===== src/verilog/external_data_move_stretch_cfg.svh =====
`ifndef EXTERNAL_DATA_MOVE_STRETCH_CFG_SVH
`define EXTERNAL_DATA_MOVE_STRETCH_CFG_SVH

// Machine cycle shape
`define STATES_PER_CYCLE     3'h4
`define MAX_INSTR_CYCLES     4'h5
`define MIN_INSTR_CYCLES     4'h1
`define MAX_INSTR_BYTES      3'h4

// Clock control register layout and reset value
`define CLOCK_CONTROL_RESET  8'h01
`define STRETCH_LSB          0
`define STRETCH_MSB          2

// External data move timing
`define XMOVE_BASE_CYCLES    4'h2
`define STROBE_FAST_CLOCKS   5'h02
`define STROBE_UNIT_CLOCKS   5'h04
`define STROBE_FAST_START    5'h01
`define STROBE_SLOW_START    5'h02

`endif


===== src/verilog/external_data_move_stretch_pkg.sv =====
`default_nettype none

package external_data_move_stretch_pkg;

  typedef enum logic [1:0] {
    STATE_ONE,
    STATE_TWO,
    STATE_THREE,
    STATE_FOUR
  } cycle_state_t;

  // One instruction as handed in by the sequencer above this block
  typedef struct packed {
    logic [2:0]  bytes;
    logic        branch;
    logic        xmove;
    logic        xwrite;
    logic [15:0] addr;
    logic [7:0]  wdata;
  } instr_desc_t;

  // External data memory bus as launched toward the pins
  typedef struct packed {
    logic [15:0] addr;
    logic        read_strobe;
    logic        write_strobe;
    logic [7:0]  data;
    logic        data_oe;
  } xbus_t;

  typedef struct packed {
    cycle_state_t phase;
    logic         busy;
    logic [3:0]   idx;
    logic [3:0]   total;
    logic [2:0]   fetches;
    logic         xmove;
    logic         xwrite;
    logic [4:0]   strobe_start;
    logic [4:0]   strobe_len;
    logic [15:0]  addr;
    logic [7:0]   wdata;
    logic [7:0]   clock_control;
    logic         take;
    logic         done;
    logic         fetch;
    logic [7:0]   rdata;
    logic         rvalid;
    xbus_t        bus;
  } core_state_t;

endpackage : external_data_move_stretch_pkg

`default_nettype wire


===== src/verilog/external_data_move_stretch_cycle_timing.sv =====
`timescale 1ns/1ps
`default_nettype none
`include "external_data_move_stretch_cfg.svh"

module external_data_move_stretch_cycle_timing (
  input  wire logic                           core_clk_i,
  input  wire logic                           rst_n_i,
  input  wire logic                           instr_valid_i,
  input  wire external_data_move_stretch_pkg::instr_desc_t  instr_i,
  output var  logic                           instr_take_o,
  output var  logic                           instr_done_o,
  output var  logic                           opcode_fetch_o,
  output var  external_data_move_stretch_pkg::cycle_state_t cycle_state_o,
  input  wire logic                           clock_control_wr_i,
  input  wire logic [7:0]                     clock_control_wdata_i,
  output var  logic [7:0]                     clock_control_reg_o,
  output var  external_data_move_stretch_pkg::xbus_t        xbus_o,
  input  wire logic [7:0]                     xdata_i,
  output var  logic [7:0]                     xread_data_o,
  output var  logic                           xread_valid_o
);

  external_data_move_stretch_pkg::core_state_t s;
  external_data_move_stretch_pkg::core_state_t next_s;

  function automatic logic [1:0] phase_index(
    input external_data_move_stretch_pkg::cycle_state_t ph
  );
    logic [1:0] r;
    r = 2'h0;
    case (ph)
      external_data_move_stretch_pkg::STATE_ONE:   r = 2'h0;
      external_data_move_stretch_pkg::STATE_TWO:   r = 2'h1;
      external_data_move_stretch_pkg::STATE_THREE: r = 2'h2;
      external_data_move_stretch_pkg::STATE_FOUR:  r = 2'h3;
      default:                       r = 2'h0;
    endcase
    return r;
  endfunction : phase_index

  logic        last_state;
  logic        finishing;
  logic [3:0]  last_idx;
  logic [2:0]  stretch;
  logic [3:0]  byte_cycles;
  logic [3:0]  norm_total;
  logic [2:0]  norm_bytes;
  logic        in_access;
  logic [4:0]  acc_clk;
  logic [5:0]  strobe_end;
  logic        strobe_on;

  always_comb begin
    next_s = s;
    next_s.take = 1'b0;
    next_s.done = 1'b0;
    next_s.fetch = 1'b0;
    next_s.rvalid = 1'b0;
    stretch = s.clock_control[`STRETCH_MSB:`STRETCH_LSB];
    last_state = (s.phase == external_data_move_stretch_pkg::STATE_FOUR);
    last_idx = 4'(s.total - 4'h1);
    finishing = !s.busy || (s.idx == last_idx);

    // Software view of the clock control register
    if (clock_control_wr_i) begin
      next_s.clock_control = clock_control_wdata_i;
    end

    // Four states per machine cycle, fixed order
    case (s.phase)
      external_data_move_stretch_pkg::STATE_ONE: begin
        next_s.phase = external_data_move_stretch_pkg::STATE_TWO;
      end
      external_data_move_stretch_pkg::STATE_TWO: begin
        next_s.phase = external_data_move_stretch_pkg::STATE_THREE;
      end
      external_data_move_stretch_pkg::STATE_THREE: begin
        next_s.phase = external_data_move_stretch_pkg::STATE_FOUR;
      end
      external_data_move_stretch_pkg::STATE_FOUR: begin
        next_s.phase = external_data_move_stretch_pkg::STATE_ONE;
      end
      default: begin
        next_s.phase = external_data_move_stretch_pkg::STATE_ONE;
      end
    endcase

    // Normal instruction length: one cycle per byte, plus one for branches
    norm_bytes = instr_i.bytes;
    if (norm_bytes == 3'h0) begin
      norm_bytes = 3'h1;
    end else if (norm_bytes > `MAX_INSTR_BYTES) begin
      norm_bytes = `MAX_INSTR_BYTES;
    end
    byte_cycles = {1'b0, norm_bytes};
    norm_total = 4'(byte_cycles + {3'h0, instr_i.branch});
    if (norm_total > `MAX_INSTR_CYCLES) begin
      norm_total = `MAX_INSTR_CYCLES;
    end else if (norm_total < `MIN_INSTR_CYCLES) begin
      norm_total = `MIN_INSTR_CYCLES;
    end

    // Instruction boundaries fall only on state_four to state_one
    if (last_state) begin
      if (!finishing) begin
        next_s.idx = 4'(s.idx + 4'h1);
      end else begin
        next_s.done = s.busy;
        next_s.busy = 1'b0;
        next_s.idx = 4'h0;
        next_s.xmove = 1'b0;
        if (instr_valid_i) begin
          next_s.take = 1'b1;
          next_s.busy = 1'b1;
          next_s.xmove = instr_i.xmove;
          next_s.xwrite = instr_i.xwrite;
          next_s.addr = instr_i.addr;
          next_s.wdata = instr_i.wdata;
          if (instr_i.xmove) begin
            // Stretch sampled once per move; the CPU simply stays here
            next_s.total = 4'(`XMOVE_BASE_CYCLES + {1'b0, stretch});
            next_s.fetches = 3'h1;
            if (stretch == 3'h0) begin
              next_s.strobe_start = `STROBE_FAST_START;
              next_s.strobe_len = `STROBE_FAST_CLOCKS;
            end else begin
              next_s.strobe_start = `STROBE_SLOW_START;
              next_s.strobe_len = 5'(`STROBE_UNIT_CLOCKS * {2'h0, stretch});
            end
          end else begin
            next_s.total = norm_total;
            next_s.fetches = norm_bytes;
            next_s.strobe_start = 5'h00;
            next_s.strobe_len = 5'h00;
          end
        end
      end
      // One fetch per cycle, only in cycles that carry an opcode byte
      next_s.fetch = next_s.busy
                  && (next_s.idx < {1'b0, next_s.fetches});
    end

    // Access phase: every cycle of a move after its fetch cycle
    in_access = next_s.busy && next_s.xmove && (next_s.idx != 4'h0);
    acc_clk = 5'({4'(next_s.idx - 4'h1), 2'h0})
            | {3'h0, phase_index(next_s.phase)};
    strobe_end = {1'b0, next_s.strobe_start} + {1'b0, next_s.strobe_len};
    strobe_on = in_access
             && (acc_clk >= next_s.strobe_start)
             && ({1'b0, acc_clk} < strobe_end);

    if (in_access) begin
      next_s.bus.addr = next_s.addr;
    end
    next_s.bus.read_strobe = strobe_on && !next_s.xwrite;
    next_s.bus.write_strobe = strobe_on && next_s.xwrite;
    next_s.bus.data = next_s.wdata;
    next_s.bus.data_oe = in_access && next_s.xwrite;

    // Sample read data on the rising edge that ends the core strobe; the
    // pin strobe falls half a clock later, so data is held past the sample
    if (s.bus.read_strobe && !next_s.bus.read_strobe) begin
      next_s.rdata = xdata_i;
      next_s.rvalid = 1'b1;
    end
  end

  always_ff @(posedge core_clk_i or negedge rst_n_i) begin
    if (!rst_n_i) begin
      s <= '0;
      s.phase <= external_data_move_stretch_pkg::STATE_ONE;
      s.total <= `MIN_INSTR_CYCLES;
      s.clock_control <= `CLOCK_CONTROL_RESET;
    end else begin
      s <= next_s;
    end
  end

  // Pins move on the falling edge, half a clock after the core
  half_edge_stage #(
    .WIDTH ($bits(external_data_move_stretch_pkg::xbus_t))
  ) u_pin_stage (
    .clk_i   (core_clk_i),
    .rst_n_i (rst_n_i),
    .d_i     (s.bus),
    .q_o     (xbus_o)
  );

  assign instr_take_o        = s.take;
  assign instr_done_o        = s.done;
  assign opcode_fetch_o      = s.fetch;
  assign cycle_state_o       = s.phase;
  assign clock_control_reg_o = s.clock_control;
  assign xread_data_o        = s.rdata;
  assign xread_valid_o       = s.rvalid;

endmodule : external_data_move_stretch_cycle_timing

`default_nettype wire


===== src/verilog/half_edge_stage.sv =====
`timescale 1ns/1ps
`default_nettype none

module half_edge_stage #(
  parameter int WIDTH = 1
) (
  input  wire logic             clk_i,
  input  wire logic             rst_n_i,
  input  wire logic [WIDTH-1:0] d_i,
  output var  logic [WIDTH-1:0] q_o
);

  typedef struct packed {
    logic [WIDTH-1:0] q;
  } stage_state_t;

  stage_state_t s;
  stage_state_t next_s;

  always_comb begin
    next_s.q = d_i;
  end

  // Falling-edge launch: moves the pins half a clock after the core decision
  always_ff @(negedge clk_i or negedge rst_n_i) begin
    if (!rst_n_i) begin
      s <= '0;
    end else begin
      s <= next_s;
    end
  end

  assign q_o = s.q;

endmodule : half_edge_stage

`default_nettype wire

===== config.mk =====
export PLATFORM = sky130hd
export DESIGN_NAME = external_data_move_stretch_cycle_timing
export DESIGN_NICKNAME = d
export VERILOG_FILES = /design/src/verilog/external_data_move_stretch_pkg.sv /design/src/verilog/external_data_move_stretch_cycle_timing.sv /design/src/verilog/half_edge_stage.sv
export VERILOG_INCLUDE_DIRS = /design/src /design/src/verilog
export SDC_FILE = /design/constraint.sdc
export NUM_CORES = 1
export LEC_CHECK = 0
export BUFFER_PORTS_ARGS = -buffer_cell sky130_fd_sc_hd__buf_2
export CAP_MARGIN = 20
export CELL_PAD_IN_SITES_DETAIL_PLACEMENT = 0
export CELL_PAD_IN_SITES_GLOBAL_PLACEMENT = 1
export CORE_MARGIN = 3
export CORE_UTILIZATION = 43
export DETAILED_ROUTE_END_ITERATION = 6
export PLACE_DENSITY_LB_ADDON = 0.1
export SYNTH_ARGS = -nofsm -noshare
export SYNTH_HDL_FRONTEND = slang
export SYNTH_SLANG_ARGS = --single-unit

===== constraint.sdc =====
create_clock -name core_clk_i -period 5.6 [get_ports core_clk_i]
set_clock_uncertainty 0.1 [all_clocks]
set_input_delay 1.12 -clock core_clk_i [delete_from_list [all_inputs] [get_ports core_clk_i]]
set_output_delay 1.12 -clock core_clk_i [all_outputs]
set_load 0.005 [all_outputs]

Word-level counts from Yosys, hierarchy flattened
Index checks and enable logic that the tools add are counted.
{ "classes": {"n_addsub": 6, "n_lt_le_gt_ge": 6, "eq_ne": 9, "muxes": 21, "bitwise": 1, "reduce_logical": 19} }
{ "op_table": {"columns": ["op", "n"], "rows": [
  ["$mux W43", 3],
  ["$mux W48", 1],
  ["$mux W4", 4],
  ["$pmux W2 S4", 2],
  ["$mux W7", 2],
  ["$mux W10", 1],
  ["$logic_and A1 B1 Y1", 9],
  ["$mux W3", 3],
  ["$eq A2 B2 Y1 const B", 4],
  ["$add A5 B5 Y6", 1],
  ["$logic_not A3 Y1", 2],
  ["$lt A5 B6 Y1", 1],
  ["$ge A5 B5 Y1", 1],
  ["$or A5 B2 Y5", 1],
  ["$add A2 B3 Y4 const A", 1],
  ["$add A3 B1 Y4", 1],
  ["$add A4 B1 Y4 const B", 1],
  ["$eq A2 B1 Y1 const B", 2],
  ["$eq A4 B4 Y1", 1],
  ["$gt A4 B3 Y1 const B", 1],
  ["$logic_not A2 Y1", 2],
  ["$lt A4 B1 Y1 const B", 1],
  ["$lt A4 B3 Y1", 1],
  ["$mux W1", 4],
  ["10 further kinds", 12]
]} }
{ "word_totals": {"regBits": 116, "inputBits": 50} }

Logic depth before layout (Yosys ltp)
Gate-level depths: netlist of run 1.
{ "depth": {"depth_word": 21, "depth_mapped": 23, "mapped_depth_nobuf": 21} }

By module
A second synthesis of run 1 with hierarchy kept.
{ "hier_totals": {"cells_unflattened": 444, "area_unflattened_um2": 5152.4} }
{ "modules_own_cells": {"columns": ["module", "n_inst", "cells_each", "area_per_inst_um2", "seq_area_each_um2"], "rows": [
  ["external_data_move_stretch_cycle_timing", 1, 417, 4476.8, 2229.6],
  ["half_edge_stage", 1, 27, 675.6, 675.6]
]} }

==> out/summary.log, run 1 <==
qor: outcome.status finished clean
qor: clock_tree.cts.htree.levels 4
qor: layout.most-common-layout-cells sky130_fd_sc_hd__nand2_1, sky130_fd_sc_hd__buf_2, sky130_fd_sc_hd__dfrtp_1
qor: clock_tree.cts_tree done
qor: placement.place_area 5568 sq um
qor: routing.drt_first_iter_violations 231
qor: floorplan.initial_utilization 44.98%
qor: synth.mappedNetlistArea 5005 sq um
qor: setup_path.setup.worst_path.start_class flip-flop
qor: global_route.grt_overflow 0
qor: timing.timing_worst_slew_pin_value 0.9489 ns
qor: placement.dp_hpwl 6.997 mm
qor: timing.achievable-frequency 0.1908 GHz
qor: clock_tree.sink_count_of_the_clock_tree 116
qor: routing.routed_wire_length 9.993 mm
qor: clock_tree.ctsLongestPathBuffers 2
qor: hold_path.holdCritPathClass flip-flop to flip-flop
qor: synth.synth.area.top_cells sky130_fd_sc_hd__dfrtp_1, sky130_fd_sc_hd__dfrtn_1, sky130_fd_sc_hd__nand2_1
qor: synth.synth_warnings 0
qor: floorplan.core-area 11130 sq um
qor: synth.syn_nets 514
qor: global_route.grt_use_total 16.60%
qor: timing.hold_viol_final 0
qor: clock_tree.clkLatencyLatePin 0.40 ns
qor: layout.share_of_final_layout_standard_cells_stronger_than_drive_strength_1 32.91%
qor: pwr.power.leakage 0.003196 uW
qor: clock_tree.numCtsBuffers 17
qor: routing.route.antenna.remaining_nets 0
qor: setup_path.endpoint_kind flip-flop
qor: global_route.number_of_antenna_violations_at_the_first_check_in_global_routing 1
qor: routing.detailedRoute.firstPassIterationCount 4
qor: layout.finalInstanceArea 6187 sq um
qor: floorplan.rows 38
qor: synth.synth.avg_cell_area 11.40 sq um
qor: setup_path.cp_data_arrival_time 5.43 ns
qor: setup_path.timing.critical_path.required 5.79 ns
qor: flow_run.max_capacitance_violation_count 0
qor: routing.routedWlPerCell 14.52 um
qor: routing.remaining_drc_errors 0
qor: layout.synthToLayoutAreaGrowth 23.62%
qor: layout.most_common_cell_after_layout_fill_and_taps_aside sky130_fd_sc_hd__nand2_1
qor: global_route.grt_pass1_vias 3383
qor: synth.synth_cell_type_count 50
qor: clock_tree.post_cts_hold_buffer_count 0
qor: setup_path.critPathMaxFanout 9
qor: timing.timing.final.max_slew_violations 0
qor: global_route.grt_pass1_wl 16.71 mm
qor: synth.synth_seq_cells 116
qor: routing.detailroute.via_count 3320
qor: clock_tree.cts.repair.resized 0
qor: floorplan.die_h 113.9 um
qor: pwr.worst_ir_drop_vdd 318.7 uV
qor: routing.post_dr_vias_cell 4.826
qor: synth.synth_top_cell_by_area sky130_fd_sc_hd__dfrtp_1
qor: placement.portBuffers 98
qor: timing.layout_worst_path_cycle_share 93.59%
qor: timing.period_needed 5.241 ns
qor: synth.synth_async_sr_flop_share 100.0%
qor: layout.final_net_count 609
qor: synth.yosys.area.top_type_share 43.50%
qor: timing.fin_setup_tns 0 ns
qor: synth.flip_flop_cell_with_the_highest_count_after_synthesis sky130_fd_sc_hd__dfrtp_1
qor: synth.post_synth_inst_count 439
qor: clock_tree.clk_slew_on_worst_s_h_paths 0.05 ns
qor: clock_tree.cts_post_setup_buffers_inserted 0
qor: setup_path.setup.worst_path.class flip-flop to flip-flop
qor: floorplan.die_x_extent 113.9 um
qor: pwr.pd_cells 562.1 nW/um^2
qor: timing.slew_headroom 36.74%
qor: clock_tree.cts.root.buffer_cell sky130_fd_sc_hd__clkbuf_16
qor: synth.seq_area_frac_synth 58.05%
qor: timing.setup_violations 0
qor: global_route.grt_start_max_net_pins 42
qor: synth.synth-edff-count 0
qor: floorplan.num_io_pins 99
qor: floorplan.die_area 12970 sq um
qor: placement.place_congestion 0.7886
## critical path: stages (launching register included)
cell	delay [ns]
sky130_fd_sc_hd__dfstp_2	0.55
sky130_fd_sc_hd__inv_1	0.05
sky130_fd_sc_hd__ha_1	0.29
sky130_fd_sc_hd__xor2_1	0.13
sky130_fd_sc_hd__nand2_1	0.15
sky130_fd_sc_hd__o31ai_4	0.39
sky130_fd_sc_hd__nand2_1	0.23
sky130_fd_sc_hd__nand2_1	0.11
sky130_fd_sc_hd__o21ai_0	0.15
sky130_fd_sc_hd__ha_1	0.26
sky130_fd_sc_hd__maj3_1	0.36
sky130_fd_sc_hd__o21ai_0	0.08
sky130_fd_sc_hd__o22ai_1	0.12
sky130_fd_sc_hd__a21oi_1	0.21
sky130_fd_sc_hd__xor2_1	0.19
sky130_fd_sc_hd__ha_1	0.26
sky130_fd_sc_hd__o21a_1	0.19
sky130_fd_sc_hd__o21ai_0	0.14
sky130_fd_sc_hd__a21o_2	0.11
sky130_fd_sc_hd__a41oi_1	0.09
sky130_fd_sc_hd__o31ai_4	0.57
sky130_fd_sc_hd__mux2_2	0.39
## Yosys cell counts (2+ instances only)
cell / number
sky130_fd_sc_hd__a21boi_0: 2
sky130_fd_sc_hd__a21o_1: 4
sky130_fd_sc_hd__a21oi_1: 14
sky130_fd_sc_hd__and2_1: 3
sky130_fd_sc_hd__and2_2: 2
sky130_fd_sc_hd__and3_1: 2
sky130_fd_sc_hd__buf_4: 18
sky130_fd_sc_hd__clkbuf_1: 11
sky130_fd_sc_hd__dfrtn_1: 27
sky130_fd_sc_hd__dfrtp_1: 87
sky130_fd_sc_hd__dfstp_2: 2
sky130_fd_sc_hd__ha_1: 25
sky130_fd_sc_hd__inv_1: 22
sky130_fd_sc_hd__mux2_2: 32
sky130_fd_sc_hd__mux2i_1: 2
sky130_fd_sc_hd__nand2_1: 100
sky130_fd_sc_hd__nand2b_1: 4
sky130_fd_sc_hd__nand3_1: 7
sky130_fd_sc_hd__nor2_1: 11
sky130_fd_sc_hd__nor3_1: 6
sky130_fd_sc_hd__nor4_1: 2
sky130_fd_sc_hd__o21ai_0: 14
sky130_fd_sc_hd__o31ai_4: 2
sky130_fd_sc_hd__xnor2_1: 10
sky130_fd_sc_hd__xor2_1: 5
## cell families (layout without fill, tap and decap cells)
kind of cell / Yosys count / in the layout / share of synthesized area, %
adder cells (fa/ha/maj): 26 / 26 / 6.450
XOR/XNOR: 15 / 15 / 2.625
other: 0 / 1 / 0
buffers and inverters: 53 / 161 / 5.350
AND/OR/NAND/NOR: 144 / 144 / 12.43
AO/OA/AOI/OAI: 51 / 51 / 7.501
multiplexers: 34 / 34 / 7.600
flip-flops: 116 / 116 / 58.05
## flip-flops by register name, summed over array words and instances (netlist names)
signal and flops:
cycle_state_o 2, opcode_fetch_o 1, s 67, instr_done_o 1
u_pin_stage.q_o 27, xread_valid_o 1, clock_control_reg_o 8, xread_data_o 8
instr_take_o 1
## through the flow
stage          worst slack (ns)  total power, uW  instances  util, %  hold WS (ns)
5_1_grt               -0.009885             3740        688    55.61        0.3832
6_report                 0.3590             3478        688    55.61        0.3683
3_3_place_gp             0.5900             2362        655    50.04        0.3540
4_1_cts                  0.3254             3525        687    55.59        0.3728
2_1_floorplan            0.6018             2090        439        -        0.3377
3_5_place_dp             0.4019             2392        655    50.04        0.3610
## report_power, final
group          leakage, uW  internal, uW  switching, uW
Clock             0.000296           748            360
Combinational      0.00145           479            569
Sequential         0.00145          1170            151
Total              0.00320          2400           1080
## metal layers
layer / GRT usage (%) / vias to the layer above / part of all wire (%)
met2: 24.89 / 87 / 46
met4: 7.680 / 0 / 2.6
met5: 0 / - / 0
met1: 22.00 / 1575 / 46
met3: 5.358 / 20 / 6.0
li1: - / 1638 / -
## final timing paths
check                      startpoint                   to  slack (ns)  cells past startpoint
setup / recovery                s[86]      xread_data_o[3]        0.36                     21
hold / removal                  s[11]                s[11]        0.37                      2
setup reg to reg                s[86]      xread_data_o[3]        0.36                     21
hold reg to reg                 s[11]                s[11]        0.37                      2
max in group asynchronous     rst_n_i  u_pin_stage.q_o[16]        1.61                      2
min in group asynchronous     rst_n_i                s[85]        0.49                      1
## area by class of cell
| cell class | count | area, sq um |
|---|---|---|
| inverter | 22 | 82.58 |
| clock inverter | 8 | 123.9 |
| timing repair buffer | 107 | 573.1 |
| tap | 140 | 175.2 |
| multi-input combinational | 270 | 1832 |
| antenna | 1 | 2.502 |
| clock buffer | 24 | 493.0 |
| fill | 1005 | 4938 |
| sequential | 116 | 2905 |
No activity file was read; power rests on OpenSTA's default activity.
==> run 2: changes to the inputs <==
ABC_AREA = 1   (was default)
CORE_MARGIN = 2   (was 3)
CORE_UTILIZATION = 42   (was 43)
==> run 2 against run 1 <==
  * Register-to-register slack gained 0.75 ns
  * Highest routed layer unchanged
  * Synthesized area grew 2.0%
  * Utilization shrank 3.4 points
  * Cell area grew 0.89%
  * Critical endpoint is now xbus_o[12]
  * Synthesized cell count grew 22%
  * Combinational power shrank 79%
  * Non-clock buffer count shrank 3
  * Largest cell class unchanged
  * Global-route usage grew 1.6 points
==> out/summary.log, run 2 <==
qor: outcome.status finished clean [unchanged]
qor: clock_tree.cts_post_setup_buffers_inserted 0 [unchanged]
qor: pwr.comb_power_share 9.9% [was 30.1%]
qor: setup_path.cpLargestDelayFamily flip-flops [was compound AO/OA/AOI/OAI gates]
qor: timing.slew_headroom 47.86% [was 36.74%]
qor: global_route.grt_use_total 18.21% [was 16.60%]
qor: pwr.switching_power 524.6 uW [was 1081 uW]
qor: synth.synth.area.top_cells sky130_fd_sc_hd__dfrtp_1, sky130_fd_sc_hd__dfrtn_1, sky130_fd_sc_hd__nand2_1 [unchanged]
qor: pwr.cell_internal_pwr 1726 uW [was 2397 uW]
qor: routing.routedWlPerCell 13.68 um [was 14.52 um]
qor: global_route.grt_start_max_net_pins 62 [was 42]
qor: synth.yosys.area.top_type_share 42.64% [was 43.50%]
qor: global_route.grt_pass1_wl 18.17 mm [was 16.71 mm]
qor: floorplan.core-area 11960 sq um [was 11130 sq um]
qor: setup_path.timing.critical_path.required 4.38 ns [was 5.79 ns]
qor: clock_tree.clk_slew_on_worst_s_h_paths 0.05 ns [about the same]
qor: floorplan.num_io_pins 99 [unchanged]
qor: setup_path.crit_chain buf_2 [was inv_1, ha_1, xor2_1, nand2_1, o31ai_4, nand2_1, nand2_1, o21ai_0, ha_1, maj3_1, o21ai_0, o22ai_1, a21oi_1, xor2_1, ha_1, o21a_1, o21ai_0, a21o_2, a41oi_1, o31ai_4, mux2_2]
qor: layout.n_diodes 0 [was 1]
qor: layout.most_common_cell_after_layout_fill_and_taps_aside sky130_fd_sc_hd__nand2_1 [unchanged]
qor: clock_tree.cts.root.buffer_cell sky130_fd_sc_hd__clkbuf_16 [unchanged]
qor: pwr.worst_ir_drop_vdd 197.5 uV [was 318.7 uV]
qor: setup_path.timing.critical_path.slowest_stage_cell sky130_fd_sc_hd__dfrtn_1 [was sky130_fd_sc_hd__o31ai_4]
qor: routing.route.antenna.remaining_nets 0 [unchanged]
qor: clock_tree.sink_count_of_the_clock_tree 116 [unchanged]
qor: floorplan.die_x_extent 114.3 um [was 113.9 um]
qor: synth.synth_cell_type_count 40 [was 50]
qor: routing.detailroute.via_count 3690 [was 3320]
qor: routing.routed_wire_length 10.74 mm [was 9.993 mm]
qor: pwr.seqPwrFrac 41.3% [was 38.0%]
qor: synth.post-synth-top-count-cell sky130_fd_sc_hd__nand2_1 [unchanged]
qor: routing.detailedRoute.firstPassIterationCount 4 [unchanged]
qor: clock_tree.cts.repair.resized 0 [unchanged]
qor: synth.post_synth_inst_count 534 [was 439]
qor: layout.most-common-layout-cells sky130_fd_sc_hd__nand2_1, sky130_fd_sc_hd__buf_2, sky130_fd_sc_hd__dfrtp_1 [unchanged]
qor: timing.timing_worst_slew_pin_value 0.7821 ns [was 0.9489 ns]
qor: clock_tree.cts_tree done [unchanged]
qor: floorplan.initial_utilization 42.69% [was 44.98%]
qor: placement.dp_hpwl 7.629 mm [was 6.997 mm]
qor: global_route.grt_pass1_vias 3688 [was 3383]
qor: setup_path.critPathMaxFanout 1 [was 9]
qor: clock_tree.numCtsBuffers 17 [unchanged]
qor: setup_path.worstPathBufferInverterCount 1 [unchanged]
qor: clock_tree.cts.htree.levels 4 [unchanged]
qor: timing.setup_violations 0 [unchanged]
qor: setup_path.critPathMaxStageDelay 0.39 ns [was 0.57 ns]
qor: routing.post_dr_vias_cell 4.701 [was 4.826]
qor: synth.ys_top_cells_by_count sky130_fd_sc_hd__nand2_1, sky130_fd_sc_hd__dfrtp_1, sky130_fd_sc_hd__inv_1, sky130_fd_sc_hd__nor2_1, sky130_fd_sc_hd__dfrtn_1 [was sky130_fd_sc_hd__nand2_1, sky130_fd_sc_hd__dfrtp_1, sky130_fd_sc_hd__mux2_2, sky130_fd_sc_hd__dfrtn_1, sky130_fd_sc_hd__ha_1]
qor: synth.seq_area_frac_synth 56.90% [was 58.05%]
qor: layout.layout.cells.non_filler 785 [was 688]
qor: timing.timing.final.max_slew_violations 0 [unchanged]
qor: global_route.grt_overflow 0 [unchanged]
qor: synth.syn_nets 609 [was 514]
qor: setup_path.setup.worst_path.start_class flip-flop [unchanged]
qor: synth.synth.avg_cell_area 9.562 sq um [was 11.40 sq um]
qor: global_route.number_of_antenna_violations_at_the_first_check_in_global_routing 0 [was 1]
qor: synth.flip_flop_cell_with_the_highest_count_after_synthesis sky130_fd_sc_hd__dfrtp_1 [unchanged]
qor: layout.fillers 1091 [was 1005]
qor: routing.remaining_drc_errors 0 [unchanged]
qor: layout.final_net_count 700 [was 609]
qor: timing.hold_viol_final 0 [unchanged]
qor: hold_path.holdCritPathClass flip-flop to flip-flop [unchanged]
qor: floorplan.die_h 114.3 um [was 113.9 um]
qor: pwr.p_clk_share 48.7% [was 31.9%]
qor: floorplan.rows 40 [was 38]
qor: layout.registers.top_by_ff_count s [unchanged]
qor: layout.synthToLayoutAreaGrowth 22.25% [was 23.62%]
qor: flow_run.max_capacitance_violation_count 0 [unchanged]
qor: placement.portBuffers 98 [unchanged]
qor: clock_tree.ctsLongestPathBuffers 2 [unchanged]
qor: pwr.power_switching_share 23.31% [was 31.08%]
qor: synth.synth_async_sr_flop_share 100.0% [unchanged]
qor: setup_path.cp_data_arrival_time 3.69 ns [was 5.43 ns]
qor: placement.place_congestion 0.8210 [was 0.7886]
qor: setup_path.setup.worst_path.class flip-flop to output port [was flip-flop to flip-flop]
qor: floorplan.die_area 13060 sq um [was 12970 sq um]
qor: synth.synth_seq_cells 116 [unchanged]
qor: setup_path.endpoint_kind output port [was flip-flop]
qor: routing.drt_first_iter_violations 348 [was 231]
qor: synth.synth-edff-count 0 [unchanged]
qor: synth.mappedNetlistArea 5106 sq um [was 5005 sq um]
qor: timing.fin_setup_tns 0 ns [unchanged]
qor: synth.synth_top_cell_by_area sky130_fd_sc_hd__dfrtp_1 [unchanged]
qor: layout.share_of_final_layout_standard_cells_stronger_than_drive_strength_1 24.76% [was 32.91%]
qor: pwr.pd_cells 360.5 nW/um^2 [was 562.1 nW/um^2]
qor: pwr.power.leakage 0.003490 uW [was 0.003196 uW]
qor: synth.synth_warnings 0 [unchanged]
qor: clock_tree.post_cts_hold_buffer_count 0 [unchanged]
qor: layout.largest_register_ff_count 67 [unchanged]
qor: placement.numPlacedInstances 753 [was 655]
qor: timing.setup_repair_after_global_routing_missed_its_margin no
qor: clock_tree.clkLatencyLatePin 0.41 ns [was 0.40 ns]
-- run 2: cell types whose count changed after synthesis, moves of 5 or more --
cell and change:
sky130_fd_sc_hd__nor2_1 +27, sky130_fd_sc_hd__nand3_1 +12, sky130_fd_sc_hd__a31oi_1 +15, sky130_fd_sc_hd__inv_1 +37, sky130_fd_sc_hd__nor3_1 -5, sky130_fd_sc_hd__xnor2_1 -6
sky130_fd_sc_hd__nand2_2 +5, sky130_fd_sc_hd__nand2_1 +52, sky130_fd_sc_hd__a21oi_1 -7, sky130_fd_sc_hd__o21ai_0 +10, sky130_fd_sc_hd__mux2_2 -27
-- run 2: cells by family (layout without fill, tap and decap cells) --
group                    count (synthesis)  in the layout  share of synthesized area [%]
adder cells (fa/ha/maj)                 25             25                          6.126
buffers and inverters                   94            198                          8.429
XOR/XNOR                                 8              8                          1.372
AO/OA/AOI/OAI                           58             58                          6.518
multiplexers                             5              5                          1.103
AND/OR/NAND/NOR                        228            228                          19.55
flip-flops                             116            116                          56.90
-- run 2: metal layers --
layer  routed length, um  track usage (%)  vias up
li1                    -                -     1856
met1                5247            25.25     1711
met2                4813            27.30      106
met3                 502            4.447       17
met4                 179            7.967        0
met5                   0                0        -
-- run 2: stage by stage --
| stage | total power (uW) | utilization, % | hold slack (ns) | instance area, sq um | worst slack [ns] |
|---|---|---|---|---|---|
| floorplan | 1088 | - | 0.3360 | 5106 | 1.201 |
| detailed placement | 1170 | 47.11 | 0.3532 | 5635 | 0.9734 |
| CTS | 2277 | 52.19 | 0.3665 | 6242 | 0.6727 |
| global route | 2361 | 52.19 | 0.3785 | 6242 | 0.6555 |
| global placement | 1165 | 47.11 | 0.3539 | 5635 | 1.005 |
| finish | 2250 | 52.19 | 0.3628 | 6242 | 0.6885 |
-- run 2: cell type report --
class	count	area, sq um	share of cell area [%]
timing repair buffer	104	538.0	8.619
clock buffer	23	478.0	7.657
inverter	62	237.7	3.808
tap	147	183.9	2.946
sequential	116	2905	46.54
clock inverter	9	128.9	2.065
multi-input combinational	324	1770	28.36
-- run 2: power by group through the flow --
| stage | sequential [uW] | combinational [uW] | clock (uW) |
|---|---|---|---|
| after floorplan | 938 | 150 | 0 |
| after global routing | 937 | 260 | 1160 |
| after global placement | 943 | 223 | 0 |
| after detailed placement | 944 | 226 | 0 |
| after CTS | 930 | 228 | 1120 |
| final | 930 | 224 | 1100 |
-- run 2: path summary, 6_finish.rpt --
kind	from	end	slack, ns	cells past startpoint
worst min-delay path	xread_data_o[1]	xread_data_o[1]	0.36	2
min in group asynchronous	rst_n_i	s[2]	0.69	1
worst max-delay path	u_pin_stage.q_o[12]	xbus_o[12]	0.69	1
worst max register to register	s[86]	xread_data_o[6]	1.11	31
max in group asynchronous	rst_n_i	u_pin_stage.q_o[19]	1.46	1
worst min register to register	xread_data_o[1]	xread_data_o[1]	0.36	2
-- run 2: worst reg2reg max path, delay by kind of cell, from the launching register on --
kind            cells  cell delay (ns)
compound gates      3             0.51
xor+xnor            2             0.30
flops               1             0.54
fa+ha+maj           3             0.77
simple gates       17             1.58
buf+inv             6             0.59
